File: src/pkg/eec_defines.vh
`ifndef EEC_DEFINES_VH
`define EEC_DEFINES_VH

// register indices; byte address is four times the index
`define EEC_IDX_VIOL_HIGH    8'h00
`define EEC_IDX_VIOL_LOW     8'h01
`define EEC_IDX_CRC_FAS_HIGH 8'h02
`define EEC_IDX_CRC_LOW      8'h03
`define EEC_IDX_FEB_FAS_MID  8'h04
`define EEC_IDX_FEB_LOW      8'h05
`define EEC_IDX_CTRL         8'h06
`define EEC_IDX_STATUS       8'h07

// control register fields
`define EEC_CTRL_INTERVAL_SEL_BIT 7
`define EEC_CTRL_VIOL_TYPE_BIT    6
`define EEC_CTRL_HDB3_EN_BIT      2
`define EEC_CTRL_RESET            8'h00

// status register fields
`define EEC_STAT_INTERVAL_FLAG_BIT 4

// counter widths and saturation limit
`define EEC_VIOL_W  16
`define EEC_CRC_W   10
`define EEC_FEB_W   10
`define EEC_FAS_W   12
`define EEC_SAT_MAX 16'hFFFF

// zero runs ahead of an hdb3 substitution violation
`define EEC_HDB3_RUN_BV 2'h2
`define EEC_HDB3_RUN_V  2'h3

// interval timing
`define EEC_CLK_HZ             40000000
`define EEC_SHORT_INTERVAL_US  62500
`define EEC_SHORT_INTERVAL_CYC 22'h2625A0
`define EEC_SUBS_PER_SEC       16
`define EEC_SUB_LAST           4'hF
`define EEC_TICK_W             22

`endif

File: src/design/eec_top.v
// How it works
// - all counts update together each interval
// - 16-bit violation count at addresses 00/01
// - type 0: count same-polarity successive marks
// - type 0 with hdb3 on: skip substitution word violations
// - type 1: count same-polarity successive violations
// - violations counted even during sync loss
// - violation count sticks at 65535
// - 10-bit crc4 count at 02[1:0], 03
// - crc4/E-bit hold off on FAS/CRC4 loss
// - count each received E bit of zero
// - 10-bit E-bit count at 04[1:0], 05
// - 12-bit count of bad framing words
// - framing count idle during loss of sync
// - framing bits 11:6 at 02, 5:0 at 04
// - interval flag per second or 62.5 ms
//
// Decided for this implementation: the APB register port.
`timescale 1ns/1ps
`default_nettype none
`include "eec_defines.vh"

module eec_top #(
  parameter [`EEC_TICK_W-1:0] TICK_CYCLES = `EEC_SHORT_INTERVAL_CYC
) (
  // clock and reset
  input  wire        ref_clk,
  input  wire        rst,
  // apb slave
  input  wire        psel,
  input  wire        penable,
  input  wire        pwrite,
  input  wire [31:0] paddr,
  input  wire [31:0] pwdata,
  output reg  [31:0] prdata,
  output reg         pready,
  output reg         pslverr,
  // receive line decoder
  input  wire        rx_bit_en,
  input  wire        rx_mark,
  input  wire        rx_mark_neg,
  // receive framer
  input  wire        rx_crc4_err,
  input  wire        rx_ebit_valid,
  input  wire        rx_ebit,
  input  wire        rx_fas_err,
  input  wire        receive_loss_of_sync,
  input  wire        rx_crc4_sync_lost,
  // interval indication
  output reg         interval_timer_flag
);

  // increment shared by all counters, saturating only the 16-bit violation count
  function [15:0] eec_bump;
    input [15:0] val;
    input        en;
    begin
      if (en && (val != `EEC_SAT_MAX))
        eec_bump = val + 16'h0001;
      else
        eec_bump = val;
    end
  endfunction

  // register match for a finished transfer that raised no error
  function eec_hits;
    input [7:0] idx;
    input [7:0] want;
    input       err;
    begin
      eec_hits = (idx == want) && !err;
    end
  endfunction

  // control and timer
  reg  [7:0]             ctrl_r;
  wire                   interval_select_bit;
  wire                   violation_type_bit;
  wire                   receive_hdb3_decode_enable;
  wire                   boundary;

  // line violation tracking
  reg                    have_mark_r;
  reg                    last_pol_r;
  reg  [1:0]             zero_run_r;
  reg                    have_bpv_r;
  reg                    last_bpv_pol_r;
  reg                    bpv;
  reg                    hdb3_word;
  reg                    cv;
  reg                    viol_hit;

  // running counts
  reg  [`EEC_VIOL_W-1:0] viol_run_r;
  reg  [`EEC_CRC_W-1:0]  crc_run_r;
  reg  [`EEC_FEB_W-1:0]  feb_run_r;
  reg  [`EEC_FAS_W-1:0]  fas_run_r;
  reg  [`EEC_VIOL_W-1:0] viol_run_nxt;
  reg  [`EEC_CRC_W-1:0]  crc_run_nxt;
  reg  [`EEC_FEB_W-1:0]  feb_run_nxt;
  reg  [`EEC_FAS_W-1:0]  fas_run_nxt;

  // full-width results of the shared increment
  reg  [15:0]            crc_wide;
  reg  [15:0]            feb_wide;
  reg  [15:0]            fas_wide;

  // snapshots seen by software
  reg  [`EEC_VIOL_W-1:0] viol_snap_r;
  reg  [`EEC_CRC_W-1:0]  crc_snap_r;
  reg  [`EEC_FEB_W-1:0]  feb_snap_r;
  reg  [`EEC_FAS_W-1:0]  fas_snap_r;

  // bus decode
  wire                   setup_ph;
  wire                   access_done;
  wire [7:0]             reg_idx;
  wire                   idx_ok;
  reg  [7:0]             rd_byte;
  reg                    rd_hit;
  wire                   status_read;
  wire                   ctrl_write;
  reg  [7:0]             ctrl_nxt;
  reg                    flag_nxt;
  reg                    pslverr_nxt;
  reg  [31:0]            prdata_nxt;

  assign interval_select_bit        = ctrl_r[`EEC_CTRL_INTERVAL_SEL_BIT];
  assign violation_type_bit         = ctrl_r[`EEC_CTRL_VIOL_TYPE_BIT];
  assign receive_hdb3_decode_enable = ctrl_r[`EEC_CTRL_HDB3_EN_BIT];

  // boundary generator, one second or one sixteenth of it
  eec_interval_timer #(
    .TICK_CYCLES (TICK_CYCLES)
  ) u_timer (
    .ref_clk    (ref_clk),
    .rst        (rst),
    .short_sel  (interval_select_bit),
    .boundary_r (boundary)
  );

  // classify the current received mark
  always @* begin
    bpv       = 1'b0;
    hdb3_word = 1'b0;
    cv        = 1'b0;
    viol_hit  = 1'b0;
    if (rx_bit_en && rx_mark) begin
      // same polarity as the previous mark
      bpv = have_mark_r && (rx_mark_neg == last_pol_r);
      // 000V or B00V: violation after two or three zeros
      hdb3_word = bpv && ((zero_run_r == `EEC_HDB3_RUN_BV) ||
                          (zero_run_r == `EEC_HDB3_RUN_V));
      // violation sharing polarity with the previous violation
      cv = bpv && have_bpv_r && (rx_mark_neg == last_bpv_pol_r);
      if (violation_type_bit)
        viol_hit = cv;
      else
        viol_hit = bpv && !(receive_hdb3_decode_enable && hdb3_word);
    end
  end

  // mark polarity and zero run history
  always @(posedge ref_clk or posedge rst) begin
    if (rst) begin
      have_mark_r    <= 1'b0;
      last_pol_r     <= 1'b0;
      zero_run_r     <= 2'h0;
      have_bpv_r     <= 1'b0;
      last_bpv_pol_r <= 1'b0;
    end else if (rx_bit_en) begin
      if (rx_mark) begin
        have_mark_r <= 1'b1;
        last_pol_r  <= rx_mark_neg;
        zero_run_r  <= 2'h0;
        if (bpv) begin
          have_bpv_r     <= 1'b1;
          last_bpv_pol_r <= rx_mark_neg;
        end
      end else if (zero_run_r != 2'h3) begin
        zero_run_r <= zero_run_r + 2'h1; // stops at three
      end
    end
  end

  // next values of the running counts
  always @* begin
    // violations count regardless of sync state
    viol_run_nxt = eec_bump(viol_run_r, viol_hit);
    // narrower counts ride in the low bits of the shared increment
    crc_wide     = eec_bump({6'h00, crc_run_r}, rx_crc4_err);
    feb_wide     = eec_bump({6'h00, feb_run_r}, rx_ebit_valid && !rx_ebit);
    fas_wide     = eec_bump({4'h0, fas_run_r}, rx_fas_err);
    crc_run_nxt  = crc_run_r;
    feb_run_nxt  = feb_run_r;
    fas_run_nxt  = fas_run_r;
    // crc4 and E bits need both framing and crc4 multiframe lock
    if (!receive_loss_of_sync && !rx_crc4_sync_lost) begin
      crc_run_nxt = crc_wide[`EEC_CRC_W-1:0]; // framer rate stays far below the top
      feb_run_nxt = feb_wide[`EEC_FEB_W-1:0];
    end
    // framing word errors only while in sync
    if (!receive_loss_of_sync) begin
      fas_run_nxt = fas_wide[`EEC_FAS_W-1:0];
    end
  end

  // running counts and interval snapshots
  always @(posedge ref_clk or posedge rst) begin
    if (rst) begin
      viol_run_r  <= {`EEC_VIOL_W{1'b0}};
      crc_run_r   <= {`EEC_CRC_W{1'b0}};
      feb_run_r   <= {`EEC_FEB_W{1'b0}};
      fas_run_r   <= {`EEC_FAS_W{1'b0}};
      viol_snap_r <= {`EEC_VIOL_W{1'b0}};
      crc_snap_r  <= {`EEC_CRC_W{1'b0}};
      feb_snap_r  <= {`EEC_FEB_W{1'b0}};
      fas_snap_r  <= {`EEC_FAS_W{1'b0}};
    end else if (boundary) begin
      // events of the boundary cycle close the old interval
      viol_snap_r <= viol_run_nxt;
      crc_snap_r  <= crc_run_nxt;
      feb_snap_r  <= feb_run_nxt;
      fas_snap_r  <= fas_run_nxt;
      viol_run_r  <= {`EEC_VIOL_W{1'b0}};
      crc_run_r   <= {`EEC_CRC_W{1'b0}};
      feb_run_r   <= {`EEC_FEB_W{1'b0}};
      fas_run_r   <= {`EEC_FAS_W{1'b0}};
    end else begin
      viol_run_r <= viol_run_nxt;
      crc_run_r  <= crc_run_nxt;
      feb_run_r  <= feb_run_nxt;
      fas_run_r  <= fas_run_nxt;
    end
  end

  // apb phase decode, word index from byte address
  assign setup_ph    = psel && !penable;
  assign access_done = psel && penable && pready;
  assign reg_idx     = paddr[9:2];
  assign idx_ok      = (paddr[1:0] == 2'h0) && (paddr[31:10] == 22'h000000);
  assign status_read = access_done && !pwrite &&
                       eec_hits(reg_idx, `EEC_IDX_STATUS, pslverr);
  assign ctrl_write  = access_done && pwrite &&
                       eec_hits(reg_idx, `EEC_IDX_CTRL, pslverr);

  // read data mux for the mapped registers
  always @* begin
    rd_byte = 8'h00;
    rd_hit  = idx_ok;
    case (reg_idx)
      `EEC_IDX_VIOL_HIGH: begin
        rd_byte = viol_snap_r[15:8];
      end
      `EEC_IDX_VIOL_LOW: begin
        rd_byte = viol_snap_r[7:0];
      end
      `EEC_IDX_CRC_FAS_HIGH: begin
        rd_byte = {fas_snap_r[11:6], crc_snap_r[9:8]};
      end
      `EEC_IDX_CRC_LOW: begin
        rd_byte = crc_snap_r[7:0];
      end
      `EEC_IDX_FEB_FAS_MID: begin
        rd_byte = {fas_snap_r[5:0], feb_snap_r[9:8]};
      end
      `EEC_IDX_FEB_LOW: begin
        rd_byte = feb_snap_r[7:0];
      end
      `EEC_IDX_CTRL: begin
        rd_byte = ctrl_r;
      end
      `EEC_IDX_STATUS: begin
        rd_byte = {3'h0, interval_timer_flag, 4'h0};
      end
      default: begin
        rd_hit = 1'b0;
      end
    endcase
  end

  // apb answer next values: one cycle after setup, no extra wait
  always @* begin
    pslverr_nxt = 1'b0;
    prdata_nxt  = 32'h00000000;
    if (setup_ph) begin
      pslverr_nxt = !rd_hit;
      if (rd_hit && !pwrite) begin
        prdata_nxt = {24'h000000, rd_byte};
      end
    end
  end

  // apb answer registers, pready only in the access cycle
  always @(posedge ref_clk or posedge rst) begin
    if (rst) begin
      pready  <= 1'b0;
      pslverr <= 1'b0;
      prdata  <= 32'h00000000;
    end else begin
      pready  <= setup_ph;
      pslverr <= pslverr_nxt;
      prdata  <= prdata_nxt;
    end
  end

  // control next value, spare bits forced to zero
  always @* begin
    ctrl_nxt = ctrl_r;
    if (ctrl_write) begin
      ctrl_nxt = {pwdata[7:6], 3'h0, pwdata[2], 2'h0};
    end
  end

  // control register
  always @(posedge ref_clk or posedge rst) begin
    if (rst) begin
      ctrl_r <= `EEC_CTRL_RESET;
    end else begin
      ctrl_r <= ctrl_nxt;
    end
  end

  // interval flag next value: a boundary beats a read clear
  always @* begin
    flag_nxt = interval_timer_flag;
    if (status_read) begin
      flag_nxt = 1'b0;
    end
    if (boundary) begin
      flag_nxt = 1'b1;
    end
  end

  // interval flag register
  always @(posedge ref_clk or posedge rst) begin
    if (rst) begin
      interval_timer_flag <= 1'b0;
    end else begin
      interval_timer_flag <= flag_nxt;
    end
  end

endmodule
`default_nettype wire

File: src/design/eec_interval_timer.v
`timescale 1ns/1ps
`default_nettype none
`include "eec_defines.vh"

module eec_interval_timer #(
  parameter [`EEC_TICK_W-1:0] TICK_CYCLES = `EEC_SHORT_INTERVAL_CYC
) (
  // clock and reset
  input  wire ref_clk,
  input  wire rst,
  // interval choice
  input  wire short_sel,
  // boundary pulse
  output reg  boundary_r
);

  reg [`EEC_TICK_W-1:0] cyc_r;
  reg [3:0]             sub_r;
  wire                  tick;

  // end of one short interval
  assign tick = (cyc_r == TICK_CYCLES - 1'b1);

  // short-interval prescaler and sixteenth counter
  always @(posedge ref_clk or posedge rst) begin
    if (rst) begin
      cyc_r      <= {`EEC_TICK_W{1'b0}};
      sub_r      <= 4'h0;
      boundary_r <= 1'b0;
    end else begin
      boundary_r <= 1'b0;
      if (tick) begin
        cyc_r <= {`EEC_TICK_W{1'b0}};
        sub_r <= sub_r + 4'h1; // wraps after sixteen ticks, one second
        boundary_r <= short_sel | (sub_r == `EEC_SUB_LAST);
      end else begin
        cyc_r <= cyc_r + 1'b1;
      end
    end
  end

endmodule
`default_nettype wire

File: config.mk
export PLATFORM = sky130hd
export DESIGN_NAME = eec_top
export DESIGN_NICKNAME = d
export VERILOG_FILES = /design/src/design/eec_top.v /design/src/design/eec_interval_timer.v
export VERILOG_INCLUDE_DIRS = /design/src /design/src/pkg
export SDC_FILE = /design/constraint.sdc
export NUM_CORES = 1
export LEC_CHECK = 0
export ABC_AREA = 1
export BUFFER_PORTS_ARGS = -buffer_cell sky130_fd_sc_hd__clkbuf_2
export CELL_PAD_IN_SITES_DETAIL_PLACEMENT = 0
export CELL_PAD_IN_SITES_GLOBAL_PLACEMENT = 1
export CORE_ASPECT_RATIO = 0.9
export CORE_MARGIN = 8
export CORE_UTILIZATION = 43
export CTS_BUF_LIST = sky130_fd_sc_hd__clkbuf_8
export CTS_CLUSTER_SIZE = 28
export DETAILED_ROUTE_END_ITERATION = 10
export HOLD_SLACK_MARGIN = 0.03
export PLACE_DENSITY = 0.84
export SLEW_MARGIN = 20
export SYNTH_ARGS = -nofsm -noshare
export SYNTH_HDL_FRONTEND = slang
export SYNTH_SLANG_ARGS = --single-unit
File: constraint.sdc
create_clock -name ref_clk -period 6.17 [get_ports ref_clk]
set_clock_uncertainty 0.15 [all_clocks]
set_input_delay 1.234 -clock ref_clk [delete_from_list [all_inputs] [get_ports ref_clk]]
set_output_delay 1.234 -clock ref_clk [all_outputs]
set_load 0.05 [all_outputs]
==> flow_metrics.env, run 1 <==
export IMPL_grt_max_degree=107
export IMPL_rsz0062_at_grt="no"
export IMPL_synth_common_cells="nand2_1, dfrtp_1, nor2_1"
export IMPL_grt_first_pass_wirelength_microns=28500
export IMPL_holdPathStages=2
export IMPL_drc=0
export IMPL_synth_seq_cells=143
export IMPL_r2r_cells=8
export IMPL_yosysUniqueCellTypes=33
export IMPL_io_pins=113
export IMPL_synth_top_area_cell="dfrtp_1"
export IMPL_synthTopCellsByArea="dfrtp_1, nand2_1, nor2_1"
export IMPL_cts_tree="done"
export IMPL_place_area_sq_mm=0.00787
export IMPL_worst_slew_pin_slew_ns=0.955
export IMPL_cp_max_fo=44
export IMPL_core_rowCount=45
export IMPL_post_drt_via_cell_ratio=4.78
export IMPL_vias=6074
export IMPL_grt_usage_pct=16.2
export IMPL_ys_flop_type="dfrtp_1"
export IMPL_cts_htree_levels=4
export IMPL_period_minus_slack_ns=2.74
export IMPL_design_area_sq_mm=0.00824
export IMPL_die_area_sq_mm=0.0218
export IMPL_fin_nets=1110
export IMPL_drv_slew=0
export IMPL_place_gp_congestion=0.878
export IMPL_ys_warn_count=0
export IMPL_synth_edff_count=0
export IMPL_crit_path_end_kind="flop"
export IMPL_slew_headroom_pct=36.3
export IMPL_tns_ns=0
export IMPL_synth_top_cell_area_share_pct=48.0
export IMPL_wl_microns=17000
export IMPL_grt_pass1_vias=5717
export IMPL_antenna_found_initial=0
export IMPL_period_share_pct=44.5
export IMPL_timing_critical_path_arrival_ns=2.92
export IMPL_dr_first_iter_drc_count=354
export IMPL_clkTransAtPathRegs_ns=0.08
export IMPL_initial_core_util_pct=44.0
export IMPL_ant_nets=0
export IMPL_cts_resized=0
export IMPL_yosysMostFrequentCell="nand2_1"
export IMPL_avgSynthCellArea_sq_um=7.71
export IMPL_startpoint_type="input pin"
export IMPL_clk_insertion_delay_late_ns=0.45
export IMPL_critical_path_required_ns=6.35
export IMPL_max_clock_path_buffers=2
export IMPL_root_buffer="clkbuf_8"
export IMPL_die_y_microns=141
export IMPL_fp_coreArea_sq_mm=0.0169
export IMPL_area_delta_synth_final_pct=10.5
export IMPL_layoutNonFillerInstCount=1272
export IMPL_p_per_area_mw_per_mm2=252
export IMPL_wl_per_cell_microns=13.4
export IMPL_drt_pre_antenna_iters=5
export IMPL_syn_area_sq_mm=0.00745
export IMPL_cts_sink_count=143
export IMPL_setup_viol=0
export IMPL_irDropWorstVdd_mv=0.139
export IMPL_leakage_uw=0.00418
export IMPL_seq_area_frac_synth_pct=48.0
export IMPL_insertedDiodeCount=0
export IMPL_hpwl_microns=12300
export IMPL_setup_slack_ns=3.43
export IMPL_dp_cells=1240
export IMPL_synthCells=967
export IMPL_postCtsHoldBufs=0
export IMPL_min_path_type="reg -> reg"
export IMPL_drive_gt1_share_pct=10.4
export IMPL_hold_viol_final=0
export IMPL_critical_path_class="in -> reg"
export IMPL_overflow=0
export IMPL_cts_setup_buffers=0
export IMPL_cts_made_buffers=17
export IMPL_post_place_ws_ns=2.71
export IMPL_chipWidth_microns=155
export IMPL_io_buffers=59
export IMPL_fin_util_pct=48.6
export IMPL_drv_cap=0
export IMPL_clock_fmax_ghz=0.364
export IMPL_synthArstFlopShare_pct=100
export IMPL_outcome="finished clean"
==> power breakdown <==
| group | switching, uW | internal, uW | leakage [uW] | total [uW] |
|---|---|---|---|---|
| Clock | 386 | 321 | 0.000175 | 707 |
| Sequential | 69.0 | 1000 | 0.00164 | 1070 |
| Combinational | 194 | 102 | 0.00237 | 296 |
==> sequential cells by signal, indices dropped and copies added, names as in the netlist <==
| signal | count |
|---|---|
| pslverr | 1 |
| prdata | 8 |
| u_timer.cyc_r | 22 |
| have_mark_r | 1 |
| crc_snap_r | 10 |
| u_timer.sub_r | 4 |
| u_timer.boundary_r | 1 |
| zero_run_r | 2 |
| fas_snap_r | 12 |
| crc_run_r | 10 |
| have_bpv_r | 1 |
| pready | 1 |
| interval_timer_flag | 1 |
| fas_run_r | 12 |
| viol_run_r | 16 |
| feb_run_r | 10 |
| ctrl_r | 3 |
| feb_snap_r | 10 |
| viol_snap_r | 16 |
| last_bpv_pol_r | 1 |
| last_pol_r | 1 |
==> stage by stage <==
stage	hold slack [ns]	power (uW)
after floorplan	0.273	1320
after global placement	0.284	1380
after detailed placement	0.291	1390
after CTS	0.313	2100
after global routing	0.353	2190
final	0.309	2080
==> final timing paths <==
check | start | end | slack [ns]
max | paddr[9] | ctrl_r[7] | 3.43
min | have_mark_r | have_mark_r | 0.31
max reg2reg | zero_run_r[0] | viol_snap_r[5] | 3.91
min reg2reg | have_mark_r | have_mark_r | 0.31
max in group asynchronous | rst | feb_snap_r[1] | 3.94
min in group asynchronous | rst | u_timer.sub_r[0] | 0.83
==> critical path, cell delays in order <==
cell and delay [ns]:
clkbuf_2 0.08, nor2_1 0.09, nand3_1 0.11, inv_2 0.52, nand2_1 0.10, inv_1 0.15
nand4_1 0.36, nor2_1 0.22, a21oi_1 0.06
==> cell usage in the layout, fill, tap and decap left out, drive strengths merged <==
| cell | instances |
|---|---|
| bufinv | 1 |
| a31oi | 1 |
| ha | 8 |
| clkinv | 6 |
| o31ai | 1 |
| nand3 | 79 |
| clkbuf | 76 |
| inv | 102 |
| mux2i | 3 |
| o21ai | 38 |
| nor3 | 20 |
| buf | 2 |
| nand3b | 2 |
| and3 | 1 |
| nor2 | 128 |
| xor2 | 35 |
| o21bai | 2 |
| clkinvlp | 5 |
| nand2b | 1 |
| conb | 24 |
| or2 | 2 |
| nand2 | 284 |
| nor4 | 7 |
| nand4 | 25 |
| dfrtp | 143 |
| a21oi | 27 |
| and2 | 1 |
| xnor2 | 12 |
| a211oi | 1 |
==> per-layer routing <==
metal | global-route usage (%) | routed length [microns] | vias to the layer above
li1 | - | - | 3144
met1 | 23.6 | 9040 | 2789
met2 | 22.9 | 6910 | 124
met3 | 4.25 | 833 | 17
met5 | 0 | 0 | -
met4 | 5.26 | 232 | 0
==> layout make-up <==
cell class,instances,area (sq um)
Inverter,99,378
Clock inverter,15,135
Multi-Input combinational cell,702,3310
Sequential cell,143,3580
Tap cell,235,294
Timing Repair Buffer,61,310
Fill cell,1696,8710
Clock buffer,17,234
==> logic make-up (layout without fill, tap and decap cells) <==
family	Yosys count	count (layout)	synth area share (%)
buffers and inverters	145	192	8.76
muxes	3	3	0.403
xor gates and xnor gates	47	47	5.52
other	1	24	0.0503
adders and majority gates	8	8	1.34
and+or+nand+nor	550	550	31.1
AOI/OAI and AO/OA	70	70	4.85
DFF	143	143	48.0
Note: power is estimated with default switching activity, not from simulation.
==> inputs of run 2 (changes only) <==
--- a/config.mk
+++ b/config.mk
@@ -6,13 +6,13 @@
 export SDC_FILE = /design/constraint.sdc
 export NUM_CORES = 1
 export LEC_CHECK = 0
-export ABC_AREA = 1
+export ABC_AREA = 0
 export BUFFER_PORTS_ARGS = -buffer_cell sky130_fd_sc_hd__clkbuf_2
 export CELL_PAD_IN_SITES_DETAIL_PLACEMENT = 0
 export CELL_PAD_IN_SITES_GLOBAL_PLACEMENT = 1
 export CORE_ASPECT_RATIO = 0.9
 export CORE_MARGIN = 8
-export CORE_UTILIZATION = 43
+export CORE_UTILIZATION = 45
 export CTS_BUF_LIST = sky130_fd_sc_hd__clkbuf_8
 export CTS_CLUSTER_SIZE = 28
 export DETAILED_ROUTE_END_ITERATION = 10
==> constraint.sdc (replaced) <==
create_clock -name ref_clk -period 2.7 [get_ports ref_clk]
set_clock_uncertainty 0.15 [all_clocks]
set_input_delay 0.54 -clock ref_clk [delete_from_list [all_inputs] [get_ports ref_clk]]
set_output_delay 0.54 -clock ref_clk [all_outputs]
set_load 0.05 [all_outputs]
==> run 2 against run 1 <==
  * Via count down 15%
  * Register-to-register slack got worse by 3.6 ns
  * Sequential power rose by 130%
  * Die area down 12%
  * Clock power grew to 2.7 times the previous value
  * Area after synthesis decreased by 8.8%
  * Non-clock buffer count increased by 12
  * Synthesized cell count shrank 30%
  * Routed wire length down 11%
  * Setup slack worse by 3.1 ns
  * Final area down 6.1%
==> flow_metrics.env, run 2 <==
export IMPL_outcome="finished clean"
export IMPL_ys_warn_count=0
export IMPL_grt_first_pass_wirelength_microns=25700
export IMPL_synth_common_cells="dfrtp_1, nor2_1, a21oi_1"
export IMPL_cts_made_buffers=17
export IMPL_leakage_uw=0.00345
export IMPL_clkTransAtPathRegs_ns=0.08
export IMPL_grt_pass1_vias=5078
export IMPL_io_buffers=59
export IMPL_initial_core_util_pct=46.0
export IMPL_overflow=0
export IMPL_root_buffer="clkbuf_8"
export IMPL_place_gp_congestion=0.819
export IMPL_drv_cap=0
export IMPL_hold_viol_final=0
export IMPL_rsz0062_at_grt="no"
export IMPL_critical_path_class="reg -> reg"
export IMPL_clk_insertion_delay_late_ns=0.45
export IMPL_synthArstFlopShare_pct=100
export IMPL_switching_share_pct=27.0
export IMPL_pwr_share_seq_pct=49.7
export IMPL_crit_path_end_kind="flop"
export IMPL_slew_headroom_pct=50.6
export IMPL_period_minus_slack_ns=2.42
export IMPL_syn_area_sq_mm=0.00680
export IMPL_vias=5138
export IMPL_period_share_pct=89.5
export IMPL_wl_microns=15200
export IMPL_setup_viol=0
export IMPL_yosysMostFrequentCell="dfrtp_1"
export IMPL_postCtsHoldBufs=0
export IMPL_avgSynthCellArea_sq_um=9.99
export IMPL_antenna_found_initial=0
export IMPL_largest_register_ffs=22
export IMPL_grt_usage_pct=16.3
export IMPL_drive_gt1_share_pct=15.8
export IMPL_cp_startpoint="zero_run_r[1]"
export IMPL_fp_coreArea_sq_mm=0.0148
export IMPL_p_clk_share_pct=38.4
export IMPL_worst_slew_pin_slew_ns=0.736
export IMPL_timing_critical_path_arrival_ns=2.62
export IMPL_insertedDiodeCount=0
export IMPL_cts_sink_count=143
export IMPL_drv_slew=0
export IMPL_highest_layer="met4"
export IMPL_fin_nets=832
export IMPL_internal_power_uw=3570
export IMPL_yosysUniqueCellTypes=53
export IMPL_p_comb_share_pct=11.9
export IMPL_synth_seq_cells=143
export IMPL_tns_ns=0
export IMPL_fin_util_pct=52.4
export IMPL_core_rowCount=42
export IMPL_cts_setup_buffers=0
export IMPL_mostFrequentLayoutCell="dfrtp_1"
export IMPL_regMostFlops="u_timer.cyc_r"
export IMPL_wl_per_cell_microns=15.9
export IMPL_hpwl_microns=11000
export IMPL_wl_met3_microns=801
export IMPL_drc=0
export IMPL_cts_tree="done"
export IMPL_synthTopCellsByArea="dfrtp_1, nor2_1, xor2_1"
export IMPL_die_area_sq_mm=0.0193
export IMPL_synth_edff_count=0
export IMPL_wl_met1_microns=7200
export IMPL_max_clock_path_buffers=2
export IMPL_ys_flop_type="dfrtp_1"
export IMPL_synth_top_area_cell="dfrtp_1"
export IMPL_dr_first_iter_drc_count=418
export IMPL_switching_power_uw=1320
export IMPL_critical_path_required_ns=2.91
export IMPL_reg_largest_list="u_timer.cyc_r x22, viol_run_r x16, viol_snap_r x16"
export IMPL_io_pins=113
export IMPL_irDropWorstVdd_mv=0.354
export IMPL_startpoint_type="flop"
export IMPL_clock_fmax_ghz=0.414
export IMPL_drt_pre_antenna_iters=5
export IMPL_synth_top_cell_area_share_pct=52.7
export IMPL_seq_area_frac_synth_pct=52.7
export IMPL_min_path_type="in -> async"
export IMPL_synthCells=680
export IMPL_ant_nets=0
export IMPL_area_delta_synth_final_pct=13.8
export IMPL_layout_common_cells="dfrtp_1, nor2_1, clkbuf_2"
export IMPL_worstReg2RegStart="zero_run_r[1]"
export IMPL_post_drt_via_cell_ratio=5.37
export IMPL_p_total_uw=4900
export IMPL_die_y_microns=133
export IMPL_p_per_area_mw_per_mm2=633
export IMPL_chipWidth_microns=146
export IMPL_met2WireLength_microns=6900
export IMPL_cts_htree_levels=4
export IMPL_cp_max_fo=4
export IMPL_grt_max_degree=95
==> run 2: final cells by class <==
cell class | instances | area (sq um)
clock buffer | 20 | 275
clock inverter | 12 | 169
fill | 1314 | 7030
inverter | 12 | 48.8
multi-input combinational | 499 | 2990
sequential | 143 | 3580
tap | 198 | 248
timing repair buffer | 73 | 425
==> run 2: final timing paths <==
kind / to / slack, ns / cells after the start
worst max register to register: viol_snap_r[15] / 0.28 / 6
max in group asynchronous: u_timer.boundary_r / 1.77 / 3
worst min-delay path: fas_run_r[1] / 0.06 / 3
worst min register to register: u_timer.sub_r[3] / 0.34 / 1
worst max-delay path: viol_snap_r[15] / 0.28 / 6
min in group ref_clk: pready / 0.15 / 2
==> run 2: metal layers <==
layer | vias to the layer above | track usage, %
li1 | 2464 | -
met2 | 138 | 24.7
met1 | 2512 | 21.5
met3 | 24 | 5.25
met4 | 0 | 5.60
met5 | - | 0
==> run 2: metrics by stage <==
stage	area, sq um	hold WS (ns)	instances	setup slack (ns)
5_1_grt	7730	0.119	957	0.134
4_1_cts	7730	0.0829	957	0.247
3_3_place_gp	7290	0.304	925	0.169
6_report	7730	0.0603	957	0.285
2_1_floorplan	6890	0.285	703	0.219
3_5_place_dp	7290	0.329	925	0.162
==> run 2: cell families (layout without fill, tap and decap cells) <==
group | after synthesis | in the layout | synth area share, %
buffers and inverters | 61 | 117 | 4.75
muxes | 21 | 21 | 3.41
AOI/OAI and AO/OA | 97 | 97 | 8.86
xor gates and xnor gates | 62 | 62 | 7.99
and+or+nand+nor | 287 | 287 | 20.8
DFF | 143 | 143 | 52.7
adders and majority gates | 8 | 8 | 1.47
other | 1 | 24 | 0.0552
==> run 2: timing repair <==
item / CTS / global route
hold endpoints to repair: 0 / 0
setup endpoints to repair: 0 / 1
gates resized for setup: 0 / 1
==> run 2: worst max-delay path: stages, from the launching register on <==
cell     delay (ns)
dfrtp_1        0.42
ha_1           0.23
o21a_1         0.19
o22a_1         0.21
or4_1          0.51
or4_1          0.44
a31oi_1        0.18
==> run 2: power groups by stage <==
stage,clock [uW],combinational [uW],sequential [uW]
after detailed placement,0,584,2480
after global placement,0,558,2460
after global routing,2010,660,2460
after floorplan,0,459,2440
final,1880,583,2430
after CTS,1920,590,2430
==> inputs of run 3 (changes only) <==
--- a/config.mk
+++ b/config.mk
@@ -8,6 +8,7 @@
 export LEC_CHECK = 0
 export ABC_AREA = 0
 export BUFFER_PORTS_ARGS = -buffer_cell sky130_fd_sc_hd__clkbuf_2
+export CAP_MARGIN = 10
 export CELL_PAD_IN_SITES_DETAIL_PLACEMENT = 0
 export CELL_PAD_IN_SITES_GLOBAL_PLACEMENT = 1
 export CORE_ASPECT_RATIO = 0.9
@@ -18,6 +19,7 @@
 export DETAILED_ROUTE_END_ITERATION = 10
 export HOLD_SLACK_MARGIN = 0.03
 export PLACE_DENSITY = 0.84
+export RECOVER_POWER = 100
 export SLEW_MARGIN = 20
 export SYNTH_ARGS = -nofsm -noshare
 export SYNTH_HDL_FRONTEND = slang
==> run 3 against run 2 <==
  * Die area unchanged
  * Setup slack got worse by 0.062 ns
  * Non-clock buffer count unchanged
  * Hold slack improved by 0.086 ns
  * Sequential power about the same
  * Core utilization decreased by 0.56 points
  * First-iteration DRC count decreased by 23%
  * Global-route usage unchanged
  * Cell count unchanged
==> flow_metrics.env, run 3 (synthesis gave the netlist of run 2 again) <==
export IMPL_cp_max_fo=11
export IMPL_critical_path_required_ns=2.86
export IMPL_core_rowCount=42
export IMPL_num_fill_cells=1331
export IMPL_layoutNonFillerInstCount=957
export IMPL_fin_nets=832
export IMPL_grt_max_degree=95
export IMPL_reg_largest_list="u_timer.cyc_r x22, viol_run_r x16, viol_snap_r x16"
export IMPL_wl_microns=15300
export IMPL_worstHoldStart="penable"
export IMPL_largest_register_ffs=22
export IMPL_cts_htree_levels=4
export IMPL_drv_cap=0
export IMPL_clkTransAtPathRegs_ns=0.08
export IMPL_clk_insertion_delay_late_ns=0.45
export IMPL_drc=0
export IMPL_clock_fmax_ghz=0.404
export IMPL_hold_viol_final=0
export IMPL_io_buffers=59
export IMPL_post_drt_via_cell_ratio=5.38
export IMPL_place_gp_congestion=0.819
export IMPL_tns_ns=0
export IMPL_critical_path_class="reg -> reg"
export IMPL_ant_nets=0
export IMPL_regMostFlops="u_timer.cyc_r"
export IMPL_drv_slew=0
export IMPL_postCtsHoldBufs=0
export IMPL_cts_made_buffers=17
export IMPL_overflow=0
export IMPL_cts_setup_buffers=0
export IMPL_dr_first_iter_drc_count=322
export IMPL_die_area_sq_mm=0.0193
export IMPL_design_area_sq_mm=0.00765
export IMPL_layout_common_cells="dfrtp_1, nor2_1, a21oi_1"
export IMPL_place_area_sq_mm=0.00729
export IMPL_fp_coreArea_sq_mm=0.0148
export IMPL_cts_tree="done"
export IMPL_slew_headroom_pct=14.1
export IMPL_grt_usage_pct=16.3
export IMPL_dp_cells=925
export IMPL_drive_gt1_share_pct=13.2
export IMPL_hpwl_microns=11000
export IMPL_area_delta_synth_final_pct=12.6
export IMPL_setup_viol=0
export IMPL_max_clock_path_buffers=2
export IMPL_chipWidth_microns=146
export IMPL_startpoint_type="flop"
export IMPL_antenna_found_initial=0
export IMPL_min_path_type="in -> reg"
export IMPL_cts_sink_count=143
export IMPL_io_pins=113
export IMPL_timing_critical_path_arrival_ns=2.63
export IMPL_initial_core_util_pct=46.0
export IMPL_die_y_microns=133
export IMPL_wl_per_cell_microns=15.9
export IMPL_insertedDiodeCount=0
export IMPL_drt_pre_antenna_iters=5
export IMPL_fin_util_pct=51.8
export IMPL_worst_slew_pin_slew_ns=1.29
export IMPL_grt_first_pass_wirelength_microns=25700
export IMPL_period_minus_slack_ns=2.48
export IMPL_outcome="finished clean"
export IMPL_irDropWorstVdd_mv=0.357
export IMPL_vias=5144
export IMPL_p_per_area_mw_per_mm2=639
export IMPL_grt_pass1_vias=5078
export IMPL_cp_startpoint="zero_run_r[1]"
export IMPL_period_share_pct=91.7
export IMPL_worstReg2RegStart="zero_run_r[1]"
export IMPL_crit_path_end_kind="flop"
export IMPL_leakage_uw=0.00338
export IMPL_rsz0062_at_grt="no"
export IMPL_mostFrequentLayoutCell="dfrtp_1"
export IMPL_root_buffer="clkbuf_8"
run 3: cell types whose count changed in the layout (fill, tap and decap cells not counted), sizes merged:
cell    before  now
buf         14    5
clkbuf      79   88
run 3: path summary, 6_finish.rpt:
check                                endpoint  slack [ns]  depth (start not counted)
setup / recovery               viol_snap_r[1]        0.22                          8
hold / removal                         pready        0.15                          2
setup reg to reg               viol_snap_r[1]        0.22                          8
hold reg to reg              u_timer.sub_r[3]        0.34                          1
max in group asynchronous  u_timer.boundary_r        1.17                          3
min in group asynchronous    u_timer.cyc_r[4]        0.34                          3
run 3: layout make-up:
| cell class | instances | area, sq um | area share [%] |
|---|---|---|---|
| clock buffers | 20 | 275 | 3.60 |
| clock inverters | 12 | 169 | 2.21 |
| inverters | 12 | 46.3 | 0.605 |
| multi-input cells | 499 | 2970 | 38.8 |
| flip-flops and latches | 143 | 3580 | 46.8 |
| well taps | 198 | 248 | 3.24 |
| repair buffers | 73 | 362 | 4.73 |
run 3: report_power, final:
group	total (uW)	internal, uW	switching (uW)
combinational	576	209	367
sequential	2440	2290	149
clock	1880	1070	808
total	4890	3570	1320
run 3: per-layer routing:
| metal | global-route usage, % | vias up | share of wire, % |
|---|---|---|---|
| li1 | - | 2464 | - |
| met1 | 21.5 | 2536 | 47 |
| met2 | 24.7 | 125 | 46 |
| met3 | 5.25 | 19 | 5.2 |
| met4 | 5.60 | 0 | 1.5 |
| met5 | 0 | - | 0 |
run 3: repair_timing:
item | 4_1_cts | 5_1_grt
resized for setup | 0 | 1
endpoints found under the hold margin | 0 | 0
setup endpoints to repair | 0 | 1
run 3: per-stage QoR:
| stage | hold WS, ns | power (uW) | setup slack (ns) |
|---|---|---|---|
| after detailed placement | 0.329 | 3060 | 0.162 |
| after global routing | 0.129 | 5120 | 0.0708 |
| final | 0.146 | 4890 | 0.223 |
| after global placement | 0.304 | 3020 | 0.169 |
| after CTS | 0.0829 | 4940 | 0.247 |
| after floorplan | 0.285 | 2900 | 0.219 |
run 3: worst max-delay path, cell delays in order, from the launching register on:
cell and delay, ns:
dfrtp_1 0.42, ha_1 0.23, o21a_1 0.19, o22a_1 0.21
buf_4 0.18, a211oi_1 0.35, clkbuf_1 0.26, mux2i_1 0.26
a21oi_1 0.09
